[src/hspc_consts.vh]
// Purpose: constants for the halt/standby power controller
// Assumes: one system clock, synchronous active-high reset
// Notes: definitions only
`ifndef HSPC_CONSTS_VH
`define HSPC_CONSTS_VH
`define HSPC_RESET_VECTOR 12'h000
`define HSPC_ADDR_W 12
`define HSPC_CNT_W 8
`define HSPC_WAKE_INSNS 2'h2
`endif

[src/hspc_sync2.v]
// Purpose: two-flop level synchroniser
// Assumes: d is a level from outside the clock domain
// Notes: first stage feeds only the second stage
`timescale 1ns/1ns
module hspc_sync2 #(
    parameter RST_VAL = 1'b1
) (
    // clock and reset
    input wire clk_sys,
    input wire srst,
    // data
    input wire d,
    output reg q
);
    reg meta_r;

    always @(posedge clk_sys) begin
        if (srst) begin
            meta_r <= RST_VAL;
            q <= RST_VAL;
        end else begin
            meta_r <= d;
            q <= meta_r;
        end
    end
endmodule

[src/hspc_event_counter.v]
// Purpose: 8-bit event counter with halt-mode first-pulse capture
// Assumes: ev_rise is a one-cycle pulse per counter-input rising edge
// Notes: while halted only the first pulse is counted
`timescale 1ns/1ns
`include "hspc_consts.vh"
module hspc_event_counter (
    // clock and reset
    input wire clk_sys,
    input wire srst,
    // control
    input wire cnt_en,
    input wire halted,
    input wire ev_rise,
    // count
    output reg [`HSPC_CNT_W-1:0] count_r
);
    reg halt_taken_r;

    always @(posedge clk_sys) begin
        if (srst) begin
            count_r <= {`HSPC_CNT_W{1'b0}};
            halt_taken_r <= 1'b0;
        end else begin
            if (!halted)
                halt_taken_r <= 1'b0;
            if (cnt_en && ev_rise) begin
                if (!halted) begin
                    count_r <= count_r + 8'h01;
                end else if (!halt_taken_r) begin
                    count_r <= count_r + 8'h01;
                    halt_taken_r <= 1'b1;
                end
            end
        end
    end
endmodule

[src/hspc_power_ctrl.v]
// Purpose: halt and standby low-power mode controller
// Assumes: core gives halt_exec pulse and its own strobes; pins may be asynchronous
// Notes: outputs registered; standby gates everything but data memory
//
// Summary of operation
// halt instruction enters halt, fetch and execution stop until wake
// in halt only oscillator runs; timer frozen, registers retained
// halted data bus keeps output data or floats; ports keep latched data
// halted: address latch strobe low; fetch, read, write, expander strobes high
// halted test-zero pin keeps clock output if it was enabled
// halted event counter takes only first pulse, then counts on normally
// reset low while halted releases halt, full reset, starts at address 0
// interrupt low with interrupts enabled: run two instructions then interrupt
// interrupt low with interrupts disabled: resume after halt, no interrupt
// controller drives reset low before pulling standby input low
// standby stops everything including clock; only data memory kept
// leave standby: standby high while reset low, then reset high, start 0
// reset, interrupt and standby inputs pass through synchronisers
`timescale 1ns/1ns
`include "hspc_consts.vh"
module hspc_power_ctrl (
    // clock and reset
    input wire clk_sys,
    input wire srst,
    // external pins
    input wire reset_pin_n,
    input wire int_pin_n,
    input wire low_power_hold_n,
    input wire event_count_input,
    // core status and strobes
    input wire halt_exec,
    input wire insn_done,
    input wire int_enabled,
    input wire core_ale,
    input wire core_program_fetch_strobe_n,
    input wire core_rd_n,
    input wire core_wr_n,
    input wire core_prog_n,
    input wire [7:0] core_bus_out,
    input wire core_bus_oe,
    input wire [7:0] core_p1,
    input wire [7:0] core_p2,
    input wire clk_out_en,
    input wire int_clk,
    input wire cnt_en,
    input wire [`HSPC_ADDR_W-1:0] halt_next_pc,
    // core control
    output reg core_run_r,
    output reg core_reset_r,
    output reg [`HSPC_ADDR_W-1:0] start_pc_r,
    output reg start_pc_load_r,
    output reg int_take_r,
    output reg osc_run_r,
    output reg ram_retain_r,
    output reg [`HSPC_CNT_W-1:0] event_count_r,
    // pins
    output reg ale_r,
    output reg program_fetch_strobe_n_r,
    output reg rd_n_r,
    output reg wr_n_r,
    output reg prog_n_r,
    output reg [7:0] bus_o_r,
    output reg bus_oe_r,
    output reg [7:0] p1_o_r,
    output reg [7:0] p2_o_r,
    output reg test_zero_pin_o_r,
    output reg test_zero_pin_oe_r,
    output reg halted_r
);
    localparam ST_RUN = 5'b00001;
    localparam ST_HALT = 5'b00010;
    localparam ST_WAKE = 5'b00100;
    localparam ST_RSTW = 5'b01000;
    localparam ST_LOW_POWER_HOLD_N = 5'b10000;

    // ----------------------------------------
    // input synchronisers
    // ----------------------------------------
    wire rst_s;
    wire int_s;
    wire low_power_hold_n_s;
    wire ev_s;
    reg ev_d_r;
    reg [4:0] state_r;
    reg [4:0] state_nxt;
    reg [1:0] wake_cnt_r;
    reg wake_int_r;

    hspc_sync2 #(
        .RST_VAL(1'b1)
    ) u_sync_rst (
        .clk_sys(clk_sys),
        .srst(srst),
        .d(reset_pin_n),
        .q(rst_s)
    );

    hspc_sync2 #(
        .RST_VAL(1'b1)
    ) u_sync_int (
        .clk_sys(clk_sys),
        .srst(srst),
        .d(int_pin_n),
        .q(int_s)
    );

    hspc_sync2 #(
        .RST_VAL(1'b1)
    ) u_sync_low_power_hold_n (
        .clk_sys(clk_sys),
        .srst(srst),
        .d(low_power_hold_n),
        .q(low_power_hold_n_s)
    );

    hspc_sync2 #(
        .RST_VAL(1'b0)
    ) u_sync_ev (
        .clk_sys(clk_sys),
        .srst(srst),
        .d(event_count_input),
        .q(ev_s)
    );

    always @(posedge clk_sys) begin
        if (srst)
            ev_d_r <= 1'b0;
        else
            ev_d_r <= ev_s;
    end

    // ----------------------------------------
    // event counter
    // ----------------------------------------
    wire [`HSPC_CNT_W-1:0] ev_count;
    wire cnt_halted;

    assign cnt_halted = (state_r == ST_HALT);

    hspc_event_counter u_evcnt (
        .clk_sys(clk_sys),
        .srst(srst | core_reset_r),
        .cnt_en(cnt_en),
        .halted(cnt_halted),
        .ev_rise(ev_s & ~ev_d_r),
        .count_r(ev_count)
    );

    // ----------------------------------------
    // mode state machine
    // ----------------------------------------
    always @* begin
        state_nxt = state_r;
        case (state_r)
            ST_RUN: begin
                if (!rst_s)
                    state_nxt = ST_RSTW;
                else if (halt_exec)
                    state_nxt = ST_HALT;
            end
            ST_HALT: begin
                if (!rst_s)
                    state_nxt = ST_RSTW;
                else if (!int_s)
                    state_nxt = ST_WAKE;
            end
            ST_WAKE: begin
                if (!rst_s)
                    state_nxt = ST_RSTW;
                else if (!wake_int_r || (insn_done && wake_cnt_r == (`HSPC_WAKE_INSNS - 2'h1)))
                    state_nxt = ST_RUN;
            end
            ST_RSTW: begin
                // controller pulls standby low only while reset held low
                if (!low_power_hold_n_s)
                    state_nxt = ST_LOW_POWER_HOLD_N;
                else if (rst_s)
                    state_nxt = ST_RUN;
            end
            ST_LOW_POWER_HOLD_N: begin
                if (low_power_hold_n_s)
                    state_nxt = ST_RSTW;
            end
            default: state_nxt = ST_RSTW;
        endcase
    end

    always @(posedge clk_sys) begin
        if (srst) begin
            state_r <= ST_RSTW;
            wake_cnt_r <= 2'h0;
            wake_int_r <= 1'b0;
        end else begin
            state_r <= state_nxt;
            if (state_r == ST_HALT && state_nxt == ST_WAKE) begin
                wake_int_r <= int_enabled;
                wake_cnt_r <= 2'h0;
            end else if (state_r == ST_WAKE && insn_done) begin
                wake_cnt_r <= wake_cnt_r + 2'h1;
            end
        end
    end

    // ----------------------------------------
    // core control and pin outputs
    // ----------------------------------------
    wire in_halt;
    wire in_rst;
    wire in_low_power_hold_n;
    wire wake_go;

    assign in_halt = (state_nxt == ST_HALT);
    assign in_rst = (state_nxt == ST_RSTW);
    assign in_low_power_hold_n = (state_nxt == ST_LOW_POWER_HOLD_N);
    assign wake_go = (state_r == ST_WAKE) && (state_nxt == ST_RUN) && wake_int_r;

    always @(posedge clk_sys) begin
        if (srst) begin
            core_run_r <= 1'b0;
            core_reset_r <= 1'b1;
            start_pc_r <= `HSPC_RESET_VECTOR;
            start_pc_load_r <= 1'b0;
            int_take_r <= 1'b0;
            osc_run_r <= 1'b1;
            ram_retain_r <= 1'b0;
            event_count_r <= {`HSPC_CNT_W{1'b0}};
            halted_r <= 1'b0;
        end else begin
            core_run_r <= ~(in_halt | in_rst | in_low_power_hold_n);
            core_reset_r <= in_rst | in_low_power_hold_n;
            osc_run_r <= ~in_low_power_hold_n;
            ram_retain_r <= in_low_power_hold_n;
            halted_r <= in_halt;
            int_take_r <= wake_go;
            start_pc_load_r <= (state_r == ST_RSTW && state_nxt == ST_RUN)
                || (state_r == ST_HALT && state_nxt == ST_WAKE);
            if (state_r == ST_HALT && state_nxt == ST_WAKE)
                start_pc_r <= halt_next_pc;
            else
                start_pc_r <= `HSPC_RESET_VECTOR;
            event_count_r <= ev_count;
        end
    end

    // ----------------------------------------
    // pin outputs
    // ----------------------------------------
    always @(posedge clk_sys) begin
        if (srst) begin
            ale_r <= 1'b0;
            program_fetch_strobe_n_r <= 1'b1;
            rd_n_r <= 1'b1;
            wr_n_r <= 1'b1;
            prog_n_r <= 1'b1;
            bus_o_r <= 8'h00;
            bus_oe_r <= 1'b0;
            p1_o_r <= 8'hFF;
            p2_o_r <= 8'hFF;
            test_zero_pin_o_r <= 1'b0;
            test_zero_pin_oe_r <= 1'b0;
        end else begin
            if (in_halt) begin
                ale_r <= 1'b0;
                program_fetch_strobe_n_r <= 1'b1;
                rd_n_r <= 1'b1;
                wr_n_r <= 1'b1;
                prog_n_r <= 1'b1;
                // bus and ports keep their last driven values
                test_zero_pin_o_r <= int_clk & test_zero_pin_oe_r;
            end else if (in_rst | in_low_power_hold_n) begin
                ale_r <= 1'b0;
                program_fetch_strobe_n_r <= 1'b1;
                rd_n_r <= 1'b1;
                wr_n_r <= 1'b1;
                prog_n_r <= 1'b1;
                bus_oe_r <= 1'b0;
                p1_o_r <= 8'hFF;
                p2_o_r <= 8'hFF;
                test_zero_pin_oe_r <= 1'b0;
                test_zero_pin_o_r <= 1'b0;
            end else begin
                ale_r <= core_ale;
                program_fetch_strobe_n_r <= core_program_fetch_strobe_n;
                rd_n_r <= core_rd_n;
                wr_n_r <= core_wr_n;
                prog_n_r <= core_prog_n;
                bus_o_r <= core_bus_out;
                bus_oe_r <= core_bus_oe;
                p1_o_r <= core_p1;
                p2_o_r <= core_p2;
                test_zero_pin_oe_r <= clk_out_en;
                test_zero_pin_o_r <= int_clk & clk_out_en;
            end
        end
    end
endmodule

[config.mk]
export PLATFORM = sky130hd
export DESIGN_NAME = hspc_power_ctrl
export DESIGN_NICKNAME = d
export VERILOG_FILES = /design/src/hspc_sync2.v /design/src/hspc_event_counter.v /design/src/hspc_power_ctrl.v
export VERILOG_INCLUDE_DIRS = /design/src
export SDC_FILE = /design/constraint.sdc
export NUM_CORES = 1
export LEC_CHECK = 0
export BUFFER_PORTS_ARGS = -buffer_cell sky130_fd_sc_hd__clkbuf_2
export CAP_MARGIN = 20
export CORE_ASPECT_RATIO = 0.5
export CORE_MARGIN = 3
export CORE_UTILIZATION = 30
export CTS_CLUSTER_SIZE = 30
export DETAILED_ROUTE_END_ITERATION = 8
export REMOVE_ABC_BUFFERS = 1
export SKIP_LAST_GASP = 1
export SLEW_MARGIN = 20
export SYNTH_ARGS = -nofsm -noshare
export SYNTH_HDL_FRONTEND = slang
export SYNTH_SLANG_ARGS = --single-unit
export TNS_END_PERCENT = 1
[constraint.sdc]
create_clock -name clk_sys -period 2.1 [get_ports clk_sys]
set_input_delay 0.525 -clock clk_sys [delete_from_list [all_inputs] [get_ports clk_sys]]
set_output_delay 0.525 -clock clk_sys [all_outputs]
set_load 0.03 [all_outputs]
# Word level (Yosys, flattened, before mapping)
# Cells that the tools add are included.
[totals]
reg_bits = 85
latch_bits = 0
mem_bits_rw = 0
romBits = 0
in_bits = 54
output_inout_bits = 59
word_cells = 98
n_memories = 0
[op_classes]
add_sub_neg = 2
mul = 0
div_mod_pow = 0
order_cmp = 0
eq_ne = 12
n_shift = 0
muxes = 22
bitwise_logic = 13
n_reduce_logical = 15
[op_table]
columns = ["cell", "n"]
rows = [
  ["$mux 5", 9],
  ["$mux 8", 4],
  ["$pmux 5 s5", 1],
  ["$eq 5x1->1 const B", 2],
  ["$eq 5x2->1 const B", 2],
  ["$eq 5x3->1 const B", 2],
  ["$eq 5x4->1 const B", 2],
  ["$eq 5x5->1 const B", 2],
  ["$add 8x1->8 const B", 1],
  ["$mux 1", 8],
  ["$logic_and 1x1->1", 7],
  ["$not 1->1", 6],
  ["$or 1x1->1", 4],
  ["$reduce_and 2->1", 2],
  ["$reduce_or 2->1", 2],
  ["$and 1x1->1", 3],
  ["$reduce_or 3->1", 1],
  ["$add 2x1->2 const B", 1],
  ["$eq 2x1->1 const B", 1],
  ["$logic_or 1x1->1", 2],
  ["$ne 2x2->1 const B", 1],
  ["$logic_not 1->1", 1],
]

# Longest topological paths before layout
[logic_depth]
depth_word = 10
mapped_depth = 7
mapped_depth_nobuf = 6

# By module
# A second synthesis with hierarchy kept.
[unflattened]
cells_unflattened = 278
area_unflattened_um2 = 2975.4
[modules_own_cells]
columns = ["module", "n_inst", "cells_per_inst", "area_each_um2", "seq_area_each_um2"]
rows = [
  ["hspc_power_ctrl", 1, 216, 2331.0, 1361.3],
  ["hspc_event_counter", 1, 46, 434.2, 180.2],
  ["hspc_sync2", 4, 4, 52.6, 40.0],
]

# Least setup slack after synthesis
# Ideal clock, no wire load.
[synth_timing]
kind = "flip-flop to flip-flop"
from = "reg state_r[1]"
to = "reg p1_o_r[0]"
setup_time_ns = 0.122
arrival_ns = 1.662
required_ns = 1.978
path_slack_ns = 0.317
path_stages_with_launch = 7
path_buffers = 2
period_less_slack_ns = 1.783
cell_sequence = "dfxtp_1 > or4b_4 > a21o_1 > buf_6 > buf_2 > nor4b_1 > o21bai_1"
[synth_between]
elab_chain_cells = 6
elab_cells_between_ends = 20
cone_classes = "eq/ne: 8; mux: 11; bitwise: 1"
[synth_rtl]
columns = ["item", "line_no", "rtl"]
rows = [
  ["start: declaration", "hspc_power_ctrl.v:84", "reg [4:0] state_r;"],
  ["start signal: assignment", "hspc_power_ctrl.v:194", "state_r <= state_nxt;"],
  ["$mux 5, on equally long branches (2 in series)", "--", ""],
  ["$pmux 5 s5 (*)", "hspc_power_ctrl.v:154", "case (state_r)"],
  ["$eq 5x4->1 or $eq 5x5->1 (tied branches)", "hspc_power_ctrl.v:213, hspc_power_ctrl.v:214", ""],
  ["$or 1x1->1", "hspc_power_ctrl.v:270", "end else if (in_rst | in_low_power_hold_n) begin"],
  ["$mux 8", "hspc_power_ctrl.v:270", ""],
  ["end signal: assignment", "hspc_power_ctrl.v:289", "p1_o_r <= core_p1;"],
  ["end: declaration", "hspc_power_ctrl.v:64", "output reg [7:0] p1_o_r,"],
]
# Every way passes the cells marked *; elsewhere a longest branch is shown, timed or not.
# A chain may end at the register's enable or synchronous reset.

# Worst setup path after layout
[layout_timing]
from = "reg state_r[0]"
to = "reg ale_r"
[layout_between]
elab_chain_cells = 6
elab_cells_between_ends = 20
cone_classes = "eq/ne: 8; mux: 10; bitwise: 1; reduce/logical: 1"
[layout_rtl]
columns = ["item", "line_no", "rtl"]
rows = [
  ["$mux 5, on equally long branches (2 in series)", "--", ""],
  ["$pmux 5 s5 (*)", "hspc_power_ctrl.v:154", ""],
  ["$eq 5x4->1 or $eq 5x5->1 (tied branches)", "hspc_power_ctrl.v:213, hspc_power_ctrl.v:214", ""],
  ["$or 1x1->1", "hspc_power_ctrl.v:270", ""],
  ["$reduce_or 3->1 (no line) (*)", "--", ""],
  ["end signal: assignment", "hspc_power_ctrl.v:282", "ale_r <= core_ale;"],
  ["end: declaration", "hspc_power_ctrl.v:57", "output reg ale_r,"],
]
# Marked as above.

==> qor.txt <==
Status - finished clean
Layout area overhead - 30.96%
CTS tree - done
Die Wd - 154.8 um
VDD IR-drop max - 0.0003367 V
Max clock buf depth - 2
Comb pwr share - 0.163
Drt wl/cell - 12.99 um
Synth top area share - 0.5122
Post-Syn Instances - 326
I/O pins - 113
Ranking of synthesized cells by area - dfxtp_1, nor4b_1, o21bai_1
# diodes - 0
Critical path class - flop to flop
Drt via density - 4.579
RD Place Congestion - 0.7955
Cell variety after synth - 52
Period Utilization, post-route - 0.9278
Cts hold-fix bufs - 0
Sequential fraction of the synthesis area - 0.5122
Period minus WS final - 1.948 ns
Via count - 2688
Final Hold Violating Endpoints - 0
Critical path capture point type - flop
CP Data Required Time - 2.32 ns
Net Sw Frac - 0.2637
Largest net degree at the start of global routing - 40
GRT overflow - 0
Critical Path AT - 2.17 ns
Final max-slew violation count - 0
Detailed-route wire length - 7626 um
First-pass GRT wire length - 12520 um
Site Rows - 26
Yosys top cell by area - dfxtp_1
CP Launch Type - flop
Pwr Density - 879.3 nW/um^2
Core Region - 10510 sq um
Vias in the first global route - 2572
Clock Skew - 0.003836 ns
Critical path peak fanout - 8
GRT Total Usage - 0.1249
Die height - 80.41 um
Clock root buffer - clkbuf_16
Final setup fails - 0
Design internal power - 2816 uW
Setup Buffers After CTS - 0
YS warnings - 0
Ratio of cells with drive above 1 in the final layout - 0.3602
Clk sink count - 85
Slew HR - 0.6877
Post-Synthesis Cell Area - 3322 sq um
Leakage - 0.001866 uW
#FFs+latches synth - 85
Core Util, Final - 0.4140
Tot Pwr - 3825 uW
Asr flop ratio synth - 0
Initial DRC count - 125
Slew @ Worst Pin - 0.4641 ns
Most used DFF post-synth - dfxtp_1
Htree depth - 3
Nets - 498
Post-CTS Resized - 0
Post-synth EDFFs - 0
Clk_lat worst skew - 0.33 ns
Clk slew on worst S/H paths - 0.06 ns
Reg power frac - 0.457
Starting density of the core - 0.3161
DPL Wire Length - 5519 um
Max-Cap Viols - 0
DR pass1 iterations - 4
DRC Markers - 0
Unrepaired setup endpoints after global routing - false
Port bufs - 112
CTS buffer count - 9
Syn Area/Cell - 10.19 sq um
Number of routed nets with antenna violations - 0
Worst Hold Class - input port to flop
Initial antenna violation count - 0
Switching power - 1009 uW
Die ar. - 12450 sq um
Clock power frac - 0.380
Fmax achieved - 513.3 MHz
[cell usage after synthesis, types with 2 or more instances]
library cell  number
nor3_1             3
nor4b_1           19
nor2b_1           15
clkbuf_1          12
inv_1              5
nor3b_2            2
or4b_4             2
a2111oi_0          2
nor4_1             5
or3b_2             2
xnor2_1            4
nor4bb_1           3
a21oi_1            7
buf_2              9
nand4_1            2
nand3b_1           4
nand3_1            4
and2_1            14
a311oi_1           2
o21bai_1          16
or3b_1             4
xor2_1             2
or3_1              5
or2_2              7
nand2_1            3
ha_1               2
buf_4              2
nand2b_1          18
o21ai_0            6
nor2_1            28
dfxtp_1           85
o32a_1             2
mux2i_1           10
nor3b_1            2
[area by class of cell]
type / instances / area, sq um
Multi-Input combinational cell: 211 / 1486
Sequential cell: 85 / 1702
Inverter: 5 / 18.77
Timing Repair Buffer: 130 / 695.7
Tap cell: 140 / 175.2
Fill cell: 1078 / 6157
Clock inverter: 1 / 5.005
Clock buffer: 15 / 267.8
[power groups by stage]
stage / combinational, uW / sequential, uW / clock, uW
finish: 625 / 1750 / 1450
global route: 681 / 1760 / 1580
CTS: 633 / 1750 / 1520
detailed placement: 632 / 1780 / 0
global placement: 629 / 1780 / 0
floorplan: 234 / 1930 / 0
[through the flow]
stage               cell area (sq um)  hold WS, ns  setup TNS, ns  worst slack, ns  cells
global placement                 4078       0.3929              0           0.1732    571
detailed placement               4078       0.3971              0           0.1512    571
finish                           4350       0.3733              0           0.1516    587
floorplan                        3201       0.3895         -24.19           -1.036    301
global route                     4350       0.3663              0          0.02582    587
CTS                              4350       0.3626              0           0.1430    587
[final timing paths]
check | slack, ns | from | to | depth (start not counted)
worst max-delay path | 0.15 | state_r[0] | ale_r | 6
worst min-delay path | 0.37 | int_pin_n | u_sync_int.meta_r | 2
worst max register to register | 0.15 | state_r[0] | ale_r | 6
worst min register to register | 0.41 | u_sync_low_power_hold_n.meta_r | u_sync_low_power_hold_n.q | 1
[layout by cell type (no fill, tap or decap), drive strengths merged, types with 6 or more instances in the layout]
cell / Yosys / routed
clkbuf: 13 / 127
nor4b: 20 / 20
or3b: 6 / 6
buf: 12 / 18
mux2i: 10 / 10
nor2: 28 / 28
or2: 7 / 7
nor2b: 15 / 15
dfxtp: 85 / 85
nand2b: 18 / 18
a21oi: 7 / 7
o21bai: 16 / 16
and2: 14 / 14
o21ai: 6 / 6
[metal layers]
layer,routed length [um],share of wire,global-route usage
met1,3499,0.46,0.1575
met2,3652,0.48,0.2043
met3,309,0.041,0.03122
met4,165,0.022,0.05463
met5,0,0,0
[state kept, by name, indices dropped and copies added, names as in the netlist, 2 cells and up]
signal / cells
state_r: 5
bus_o_r: 8
start_pc_r: 12
p1_o_r: 8
p2_o_r: 8
wake_cnt_r: 2
event_count_r: 8
u_evcnt.count_r: 8
[worst max-delay path: stages (launching register included)]
cell	delay [ns]
dfxtp_1	0.34
or4b_4	0.57
o22a_1	0.25
nor3b_2	0.16
buf_4	0.18
buf_4	0.17
and3b_1	0.18
[kinds of logic after synthesis]
logic type,share of synthesized area
AO/OA/AOI/OAI,0.09718
AND/OR/NAND/NOR,0.2915
XOR/XNOR,0.01582
multiplexers,0.03352
flip-flops,0.5122
adder cells (fa/ha/maj),0.007532
buffers and inverters,0.04218
Note: power is estimated with default switching activity, not from simulation.
